--- config.mk ---
export PLATFORM = sky130hd
export DESIGN_NAME = port_p_gpio_pin_interrupt
export DESIGN_NICKNAME = d
export VERILOG_FILES = /design/src/port_p_pkg.sv /design/src/port_p_gpio_pin_interrupt.sv
export SDC_FILE = /design/constraint.sdc
export NUM_CORES = 1
export LEC_CHECK = 0
export BUFFER_PORTS_ARGS = -buffer_cell sky130_fd_sc_hd__buf_2
export CAP_MARGIN = 25
export CORE_ASPECT_RATIO = 0.7
export CORE_MARGIN = 5
export CORE_UTILIZATION = 40
export DETAILED_ROUTE_END_ITERATION = 8
export PLACE_DENSITY_LB_ADDON = 0.15
export REMOVE_ABC_BUFFERS = 1
export SYNTH_ARGS = -nofsm -noshare
export SYNTH_HDL_FRONTEND = slang
export SYNTH_SLANG_ARGS = --single-unit
--- constraint.sdc ---
create_clock -name clk -period 2.97 [get_ports clk]
set_clock_uncertainty 0.2 [all_clocks]
set_input_delay 0.7425 -clock clk [delete_from_list [all_inputs] [get_ports clk]]
set_output_delay 0.7425 -clock clk [all_outputs]
set_load 0.1 [all_outputs]
--- src/port_p_pkg.sv ---
// Package for the port P general-purpose block: register offsets, bit masks and reset values.
// Assumes a 32-bit APB register bus with one aligned word per register.
package port_p_pkg;

  localparam int unsigned PORT_W = 8;

  // Register byte offsets.
  localparam logic [7:0] OFS_OUTPUT_DATA   = 8'h00;
  localparam logic [7:0] OFS_INPUT_LEVELS  = 8'h04;
  localparam logic [7:0] OFS_DIRECTION     = 8'h08;
  localparam logic [7:0] OFS_REDUCED_DRIVE = 8'h0C;
  localparam logic [7:0] OFS_PULL_ENABLE   = 8'h10;
  localparam logic [7:0] OFS_POLARITY      = 8'h14;
  localparam logic [7:0] OFS_IRQ_ENABLE    = 8'h18;
  localparam logic [7:0] OFS_IRQ_FLAGS     = 8'h1C;

  // Implemented bits 7 and 5-0; bit 6 is absent.
  localparam logic [7:0] IMPL_MASK = 8'hBF;
  // Pins driven by a PWM channel.
  localparam logic [7:0] PWM_MASK  = 8'h3F;
  // Pin forced to input by emergency shutdown.
  localparam int unsigned SHUTDOWN_PIN = 5;

  localparam logic [7:0] RESET_BYTE = 8'h00;

  // Per-pin pad controls toward the pad ring.
  typedef struct packed {
    logic [7:0] out_en;
    logic [7:0] out_val;
    logic [7:0] reduced;
    logic [7:0] pull_en;
    logic [7:0] pull_down;
  } pad_ctrl_s;

endpackage : port_p_pkg

--- src/port_p_gpio_pin_interrupt.sv ---
// Port P configuration, input sampling and edge interrupt logic behind an APB slave.
// Assumes pins are asynchronous to clk; PWM enables and data come from logic on clk.
// Bus, PWM and pad controls share clk; rst_b is synchronous and active low.
//
// What this block does
// - Pin-input register always reads synchronised pin level, whatever the direction.
// - Writes to the pin-input register are ignored and change nothing.
// - Direction bit 1 makes the pin an output, 0 an input.
// - Enabled PWM channel forces its pin to output, except pin 5 during shutdown; stored direction is kept.
// - Emergency shutdown makes pin 5 an input; stored direction is kept.
// - Reduced-drive bit 1 selects reduced strength, only while the pin is output.
// - Reduced drive applies whether GPIO or PWM drives the pin.
// - Pull-enable bit 1 enables the pull device, only while the pin is input.
// - Polarity 1 means pull-down and rising edge; 0 pull-up and falling edge.
// - An edge matching the polarity sets that pin's interrupt flag.
// - Writing 1 to a flag clears it; flags written 0 stay.
// - Interrupt request is high while any flag and its enable are both set.
// - Cleared enable masks the flag from the request; the flag still sets.
// - Configuration and flag registers are readable and writable at any time.
// - Data register reads stored value where the direction bit is 1, pin level where it is 0.
// - An enabled PWM channel overrides the GPIO output value on its pin.
// - Edge detection works whether the pin is input or output.
`timescale 1ns/1ps
module port_p_gpio_pin_interrupt
  import port_p_pkg::*;
(
  // Clock and reset
  input  wire logic        clk,
  input  wire logic        rst_b,
  // APB slave
  input  wire logic        psel,
  input  wire logic        penable,
  input  wire logic        pwrite,
  input  wire logic [7:0]  paddr,
  input  wire logic [31:0] pwdata,
  output logic      [31:0] prdata,
  output logic             pready,
  output logic             pslverr,
  // PWM unit
  input  wire logic [7:0]  pwm_chan_en,
  input  wire logic [7:0]  pwm_out,
  input  wire logic        pwm_shutdown_en,
  // Pins
  input  wire logic [7:0]  pin_in,
  output pad_ctrl_s        pad_ctrl,
  // Interrupt
  output logic             irq
);

  logic [7:0] sync1_q;
  logic [7:0] sync2_q;
  logic [7:0] sample_q;
  logic [7:0] data_q;
  logic [7:0] dir_q;
  logic [7:0] rdrv_q;
  logic [7:0] pull_q;
  logic [7:0] pol_q;
  logic [7:0] ien_q;
  logic [7:0] flag_q;
  logic [7:0] flag_d;
  logic [7:0] edge_hit;
  logic [7:0] out_en_d;
  logic [7:0] rd_d;
  logic       wr_acc;
  logic       rd_acc;
  logic       hit;

  // Bus write strobes, one per register except the input-level register.
  logic       wr_data;
  logic       wr_dir;
  logic       wr_rdrv;
  logic       wr_pull;
  logic       wr_pol;
  logic       wr_ien;
  logic       wr_flag;

  // Pin edge and read helpers.
  logic [7:0] rise;
  logic [7:0] fall;
  logic [7:0] data_rd;

  // Pad control next values and their flip-flops.
  logic [7:0] pwm_own;
  logic [7:0] out_val_d;
  logic [7:0] reduced_d;
  logic [7:0] pull_en_d;
  logic [7:0] pull_dn_d;
  logic [7:0] out_en_q;
  logic [7:0] out_val_q;
  logic [7:0] reduced_q;
  logic [7:0] pull_en_q;
  logic [7:0] pull_dn_q;

  // A write lands only at the edge where the master sees pready high, so a
  // write-one clear cannot be applied twice and swallow an edge in between.
  assign wr_acc = psel && penable && pwrite && pready;
  assign rd_acc = psel && penable && !pwrite;

  // One strobe per register; the input-level offset has none, so writes there store nothing.
  assign wr_data = wr_acc && (paddr == OFS_OUTPUT_DATA);
  assign wr_dir  = wr_acc && (paddr == OFS_DIRECTION);
  assign wr_rdrv = wr_acc && (paddr == OFS_REDUCED_DRIVE);
  assign wr_pull = wr_acc && (paddr == OFS_PULL_ENABLE);
  assign wr_pol  = wr_acc && (paddr == OFS_POLARITY);
  assign wr_ien  = wr_acc && (paddr == OFS_IRQ_ENABLE);
  assign wr_flag = wr_acc && (paddr == OFS_IRQ_FLAGS);

  // The first stage feeds only the second stage.
  // Pins are asynchronous to clk, so two stages guard against metastability.
  always_ff @(posedge clk) begin
    if (!rst_b) begin
      sync1_q <= RESET_BYTE;
      sync2_q <= RESET_BYTE;
    end else begin
      sync1_q <= pin_in;
      sync2_q <= sync1_q;
    end
  end

  // The previous synchronised sample, kept only for edge detection.
  always_ff @(posedge clk) begin
    if (!rst_b) begin
      sample_q <= RESET_BYTE;
    end else begin
      sample_q <= sync2_q;
    end
  end

  // Edge detection ignores direction so a driven pin still flags its own transitions.
  // Bit 6 has no pin behind it, so it never produces an edge.
  genvar i;
  generate
    for (i = 0; i < PORT_W; i++) begin : g_edge
      assign rise[i]     = sync2_q[i] && !sample_q[i];
      assign fall[i]     = !sync2_q[i] && sample_q[i];
      assign edge_hit[i] = IMPL_MASK[i] && (pol_q[i] ? rise[i] : fall[i]);
    end
  endgenerate

  // Stored output value; it reaches the pad only while no PWM channel owns the pin.
  always_ff @(posedge clk) begin
    if (!rst_b) begin
      data_q <= RESET_BYTE;
    end else if (wr_data) begin
      data_q <= pwdata[7:0] & IMPL_MASK;
    end
  end

  // Stored direction; PWM and shutdown override the pad, never this register.
  always_ff @(posedge clk) begin
    if (!rst_b) begin
      dir_q <= RESET_BYTE;
    end else if (wr_dir) begin
      dir_q <= pwdata[7:0] & IMPL_MASK;
    end
  end

  // Reduced-drive selection.
  always_ff @(posedge clk) begin
    if (!rst_b) begin
      rdrv_q <= RESET_BYTE;
    end else if (wr_rdrv) begin
      rdrv_q <= pwdata[7:0] & IMPL_MASK;
    end
  end

  // Pull-device enable.
  always_ff @(posedge clk) begin
    if (!rst_b) begin
      pull_q <= RESET_BYTE;
    end else if (wr_pull) begin
      pull_q <= pwdata[7:0] & IMPL_MASK;
    end
  end

  // Pull and edge polarity share one bit per pin.
  always_ff @(posedge clk) begin
    if (!rst_b) begin
      pol_q <= RESET_BYTE;
    end else if (wr_pol) begin
      pol_q <= pwdata[7:0] & IMPL_MASK;
    end
  end

  // Interrupt enable; clearing a bit masks only the request, not the flag.
  always_ff @(posedge clk) begin
    if (!rst_b) begin
      ien_q <= RESET_BYTE;
    end else if (wr_ien) begin
      ien_q <= pwdata[7:0] & IMPL_MASK;
    end
  end

  // A new edge wins over a simultaneous write-one clear.
  always_comb begin
    flag_d = flag_q;
    if (wr_flag) begin
      flag_d = flag_q & ~pwdata[7:0];
    end
    flag_d = (flag_d | edge_hit) & IMPL_MASK;
  end

  always_ff @(posedge clk) begin
    if (!rst_b) begin
      flag_q <= RESET_BYTE;
    end else begin
      flag_q <= flag_d;
    end
  end

  // The request follows the next flag value so irq tracks flag_q in the same cycle.
  // A changed enable shows on irq one cycle after the write lands.
  always_ff @(posedge clk) begin
    if (!rst_b) begin
      irq <= 1'b0;
    end else begin
      irq <= |(flag_d & ien_q);
    end
  end

  // Effective direction: PWM forces output, shutdown then forces pin 5 to input.
  assign pwm_own = pwm_chan_en & PWM_MASK;

  // Shutdown is applied last so it wins over a PWM channel on pin 5.
  always_comb begin
    out_en_d = dir_q | pwm_own;
    if (pwm_shutdown_en) begin
      out_en_d[SHUTDOWN_PIN] = 1'b0;
    end
    out_en_d = out_en_d & IMPL_MASK;
  end

  // Per pin: a live PWM channel owns the value, reduced drive follows whoever drives,
  // and the pull device only acts while the pin is an input.
  generate
    for (i = 0; i < PORT_W; i++) begin : g_pad
      assign out_val_d[i] = IMPL_MASK[i] && (pwm_own[i] ? pwm_out[i] : data_q[i]);
      assign reduced_d[i] = rdrv_q[i] && out_en_d[i];
      assign pull_en_d[i] = pull_q[i] && !out_en_d[i];
      assign pull_dn_d[i] = pol_q[i] && pull_q[i] && !out_en_d[i];
    end
  endgenerate

  // Pad controls are registered one field at a time, a cycle after their cause.
  always_ff @(posedge clk) begin
    if (!rst_b) begin
      out_en_q <= RESET_BYTE;
    end else begin
      out_en_q <= out_en_d;
    end
  end

  // Output value: the PWM level wins while its channel is enabled.
  always_ff @(posedge clk) begin
    if (!rst_b) begin
      out_val_q <= RESET_BYTE;
    end else begin
      out_val_q <= out_val_d;
    end
  end

  // Reduced drive stays set whichever function drives the pin.
  always_ff @(posedge clk) begin
    if (!rst_b) begin
      reduced_q <= RESET_BYTE;
    end else begin
      reduced_q <= reduced_d;
    end
  end

  // Pull enable: zero on every pin that is currently driven.
  always_ff @(posedge clk) begin
    if (!rst_b) begin
      pull_en_q <= RESET_BYTE;
    end else begin
      pull_en_q <= pull_en_d;
    end
  end

  // Pull direction: set for pull-down, meaningful only with the pull enabled.
  always_ff @(posedge clk) begin
    if (!rst_b) begin
      pull_dn_q <= RESET_BYTE;
    end else begin
      pull_dn_q <= pull_dn_d;
    end
  end

  // The pad bundle is built from flip-flops only.
  assign pad_ctrl = {out_en_q, out_val_q, reduced_q, pull_en_q, pull_dn_q};

  // A data read shows the stored bit where dir_q is 1 and the synchronised pin where it is 0.
  generate
    for (i = 0; i < PORT_W; i++) begin : g_data_rd
      assign data_rd[i] = dir_q[i] ? data_q[i] : sync2_q[i];
    end
  endgenerate

  // Read multiplexer.
  always_comb begin
    rd_d = 8'h00;
    hit  = 1'b1;
    case (paddr)
      OFS_OUTPUT_DATA:   rd_d = data_rd;
      OFS_INPUT_LEVELS:  rd_d = sync2_q;
      OFS_DIRECTION:     rd_d = dir_q;
      OFS_REDUCED_DRIVE: rd_d = rdrv_q;
      OFS_PULL_ENABLE:   rd_d = pull_q;
      OFS_POLARITY:      rd_d = pol_q;
      OFS_IRQ_ENABLE:    rd_d = ien_q;
      OFS_IRQ_FLAGS:     rd_d = flag_q;
      default:           hit  = 1'b0;
    endcase
    rd_d = rd_d & IMPL_MASK;
  end

  // Ready is registered, so each access takes one wait state and ready pulses once.
  // The master must therefore wait for pready rather than assume a count.
  always_ff @(posedge clk) begin
    if (!rst_b) begin
      pready <= 1'b0;
    end else begin
      pready <= psel && penable && !pready;
    end
  end

  // An unmapped offset answers with an error together with ready.
  always_ff @(posedge clk) begin
    if (!rst_b) begin
      pslverr <= 1'b0;
    end else begin
      pslverr <= psel && penable && !pready && !hit;
    end
  end

  // Read data stands only in the ready cycle of a read and is zero otherwise.
  always_ff @(posedge clk) begin
    if (!rst_b) begin
      prdata <= 32'h0000_0000;
    end else begin
      prdata <= (rd_acc && !pready) ? {24'h00_0000, rd_d} : 32'h0000_0000;
    end
  end

endmodule : port_p_gpio_pin_interrupt

# Yosys cells after proc, flatten, opt, wreduce, memory -nomap -nowiden
# Cells that the tools add are included.
# totals
reg_bits	147
inputBits	70
output_inout_bits	75
elab_cells	144
# op_classes
n_eq_ne	7
n_mux	24
bitwise_logic	5
n_reduce_logical	84
# op_table
cell	n
8-bit case mux with 8 select lines	1
1-bit logical AND	56
8-bit by 5-bit equality test with 1-bit output, second input constant	4
1-bit logical NOT	24
1-bit 2-to-1 mux	22
8-bit AND	2
8-bit by 4-bit equality test with 1-bit output, second input constant	2
8-bit OR reduction	2
8-bit by 3-bit equality test with 1-bit output, second input constant	1
8-bit logical NOT	1
8-bit 2-to-1 mux	1
8-bit NOT	1
8-bit by 6-bit OR with 8-bit output	1
8-bit OR	1
2-bit AND reduction	1

# Longest topological paths before layout
# logic_depth
word_depth	8
depth_mapped	7
mapped_depth_nobuf	5

# Worst setup path after synthesis
# Ideal clock, no wire load.
# synth_path
path_kind	reg2reg
startpoint	register pready
endpoint	register irq
setup_time_ps	134
arrival_ps	2278
t_required_ps	2636
path_slack_ps	358
stages_incl_launch_ff	7
n_path_buf	1
synth_period_minus_slack_ps	2612
cell_sequence	dfxtp_1 -> and4_1 -> clkbuf_1 -> nand4_1 -> a21o_1 -> a222oi_1 -> a31oi_1
# synth_via
elab_chain_cells	6
# synth_lines
item	line	source
start, declared	port_p_gpio_pin_interrupt.sv:37	output logic pready,
start signal, assigned	port_p_gpio_pin_interrupt.sv:323	pready <= psel && penable && !pready;
1-bit logical AND	port_p_gpio_pin_interrupt.sv:96	assign wr_acc = psel && penable && pwrite && pready;
1-bit logical AND	port_p_gpio_pin_interrupt.sv:106	assign wr_flag = wr_acc && (paddr == OFS_IRQ_FLAGS);
8-bit 2-to-1 mux	port_p_gpio_pin_interrupt.sv:197	if (wr_flag) begin
8-bit OR	port_p_gpio_pin_interrupt.sv:200	flag_d = (flag_d | edge_hit) & IMPL_MASK;
8-bit AND	port_p_gpio_pin_interrupt.sv:217	irq <= |(flag_d & ien_q);
8-bit OR reduction	port_p_gpio_pin_interrupt.sv:217	
end signal, assigned	port_p_gpio_pin_interrupt.sv:217	
end, declared	port_p_gpio_pin_interrupt.sv:47	output logic irq
# Every way passes these cells.
# A chain may end at the register's enable or synchronous reset.

# Worst setup path in the final report
# layout_path
startpoint	input paddr[5]
endpoint	register prdata[7]
# layout_via
elab_chain_cells	2
word_cells_on_any_way	9
classes_between	eq/ne (7); mux (1); reduce/logical (1)
# layout_lines
item	line	source
start, declared	port_p_gpio_pin_interrupt.sv:34	input wire logic [7:0] paddr,
8-bit by 5-bit equality test with 1-bit output, or another cell as far along	port_p_gpio_pin_interrupt.sv:303	case (paddr)
8-bit case mux with 8 select lines *	port_p_gpio_pin_interrupt.sv:303	
end signal, assigned	port_p_gpio_pin_interrupt.sv:341	prdata <= (rd_acc && !pready) ? {24'h00_0000, rd_d} : 32'h0000_0000;
end, declared	port_p_gpio_pin_interrupt.sv:36	output logic [31:0] prdata,
# Every way passes the cells marked *; elsewhere a longest branch is shown, timed or not.

==> flow_metrics.py <==
metrics = {
    "run_status": {
        "run_status": "complete, no violations",
    },
    "drt": {
        "dr.pass1.iters": 5,
        "antenna_left": 0,
        "drt_drc_violations_left": 0,
        "num_vias": 3687,
        "routed_wirelength_mm": 12.3,
        "drt_iter0_drc": 227,
        "via_per_inst": 4.91,
        "route.detailed.wl_per_inst_um": 16.4,
    },
    "yosys": {
        "async_reset_ff_frac": 0,
        "synthCells": 484,
        "synth_most_common_cell": "dfxtp_1",
        "yosysSeqAreaShare": 0.498,
        "ys_ff_latch": 115,
        "yosys.area.top_type": "dfxtp_1",
        "ys_types": 43,
        "synthTopCellsByCount": "dfxtp_1 (115), nor2_1 (61), mux2i_1 (50), and2_1 (41), nand2_1 (35)",
        "synth_top_cell_area_share": 0.498,
        "postSynthAreaPerCell_um2": 9.56,
        "synth_top_flop_cell": "dfxtp_1",
        "synth_edf_count": 0,
        "synthTopCellsByArea": "dfxtp_1 (50%), mux2i_1 (11%), and2_1 (5.5%)",
        "synth_area_um2": 4630,
        "yosys_warnings": 0,
    },
    "grt": {
        "grt_max_degree": 58,
        "grt_pass1_wl_mm": 19.2,
        "grt_use_total": 0.177,
        "grt_pass1_vias": 3609,
        "antenna_found_initial": 0,
        "grt_overflow": 0,
    },
    "timing": {
        "hold-worst-slack_ns": 0.234,
        "post-route-min-period_ns": 2.37,
        "timing.fmax_ghz": 0.423,
        "slew_violations": 0,
        "rsz0062_at_grt": "no",
        "finalSetupViolCount": 0,
        "min_period_over_period": 0.796,
        "hold_viol_final": 0,
        "worst_pin_slew_ns": 0.530,
        "relSlewSlack": 0.644,
        "final.setup.tns_ns": 0,
    },
    "run": {
        "cap_violations": 0,
    },
    "clock_network": {
        "ctsHoldBuffers": 0,
        "cts-buffers-inserted": 17,
        "cts_max_level": 4,
        "clk_pin_slew_ns": 0.05,
        "cts-resized-gates": 0,
        "numClockSinks": 115,
        "cts_setup_buffers": 0,
        "clk_path_buf_depth": 2,
        "tritoncts": "yes",
        "clk_latency_ns": 0.41,
        "root_buffer": "clkbuf_16",
    },
    "placed_design": {
        "dp_hpwl_mm": 8.41,
        "place.gp.congestion": 0.839,
        "io_buffer_count": 84,
        "placedCellCount": 719,
    },
    "floorplanning": {
        "core_area_um2": 11200,
        "rows": 32,
        "die-area_um2": 13900,
        "die_x_um": 139,
        "start_util": 0.414,
        "dieHeight_um": 100,
        "io_pins": 145,
    },
    "worst_setup_path": {
        "path_class": "primary input to flop",
        "cp_max_fo": 6,
        "worst_ep_arrival_time_ns": 2.49,
        "critPathCaptureType": "flop",
        "cp.required_ns": 3.09,
        "crit_path_start_kind": "primary input",
    },
    "finish": {
        "antenna-diode-count": 0,
        "fillCellCount": 1054,
        "seqCellArea_um2": 2300,
        "drive_gt1_frac": 0.239,
        "areaGrowthSynthToFinish_pct": 25.5,
        "final_cell_count_no_fill": 751,
        "layout.nets": 655,
        "multiInputGateArea_um2": 2110,
        "utilization": 0.520,
    },
    "power": {
        "power_density_nw_per_um2": 692,
        "leakage_uw": 0.00255,
        "vdd_drop_max_v": 0.000388,
        "power.total_uw": 4020,
    },
    "worst_hold_path": {
        "hp-class": "flop to flop",
    },
}
==> metrics by stage <==
stage | setup slack (ns) | area, um^2
finish | 0.605 | 5810
global route | 0.533 | 5810
CTS | 0.627 | 5810
detailed placement | 0.199 | 5200
global placement | 0.239 | 5200
floorplan | 0.388 | 4430
==> per-layer routing <==
metal	global-route usage	part of all wire	vias to the layer above
met4	0.0592	0.0074	0
met2	0.269	0.45	112
li1	-	-	1814
met3	0.0490	0.078	9
met5	0	0	-
met1	0.244	0.47	1752
==> cells in the final DEF (no fill, tap or decap), drive strengths merged, types with 13 or more instances in the layout <==
cell	instances
nor2	61
mux2i	50
clkbuf	22
o21ai	14
a21oi	23
nand2	36
buf	104
and2	41
conb	30
o22ai	13
dfxtp	115
==> path summary, 6_finish.rpt <==
check	startpoint	to	slack [ns]	cells after the start
max	paddr[5]	prdata[7]	0.60	6
min	sync1_q[1]	sync2_q[1]	0.23	1
max reg2reg	pready	irq	0.78	5
min reg2reg	sync1_q[1]	sync2_q[1]	0.23	1
==> cell families (layout without fill, tap and decap cells) <==
family / count (synthesis) / count (layout) / synth area share
AND/OR/NAND/NOR: 190 / 190 / 0.224
flip-flops: 115 / 115 / 0.498
AO/OA/AOI/OAI: 73 / 73 / 0.0973
buffers and inverters: 54 / 139 / 0.0692
multiplexers: 51 / 51 / 0.111
other: 1 / 30 / 0.000810
==> layout make-up <==
| cell class | instances | area share |
|---|---|---|
| well taps | 153 | 0.0330 |
| clock inverters | 10 | 0.0224 |
| clock buffers | 22 | 0.0817 |
| repair buffers | 104 | 0.100 |
| inverters | 3 | 0.00194 |
| multi-input cells | 344 | 0.364 |
| flip-flops and latches | 115 | 0.397 |
==> critical path, stage by stage <==
cell	delay, ns
buf_2	0.14
nor4_4	0.54
nand3_1	0.48
o22ai_1	0.32
a311oi_1	0.07
a21oi_1	0.20
==> power by group <==
part | internal (uW) | leakage (uW) | total, uW | switching [uW]
Clock | 1380 | 0.000296 | 2070 | 689
Sequential | 1570 | 0.000933 | 1580 | 10.8
Combinational | 59.0 | 0.00133 | 371 | 312
Power figures use the tool's default switching activity.
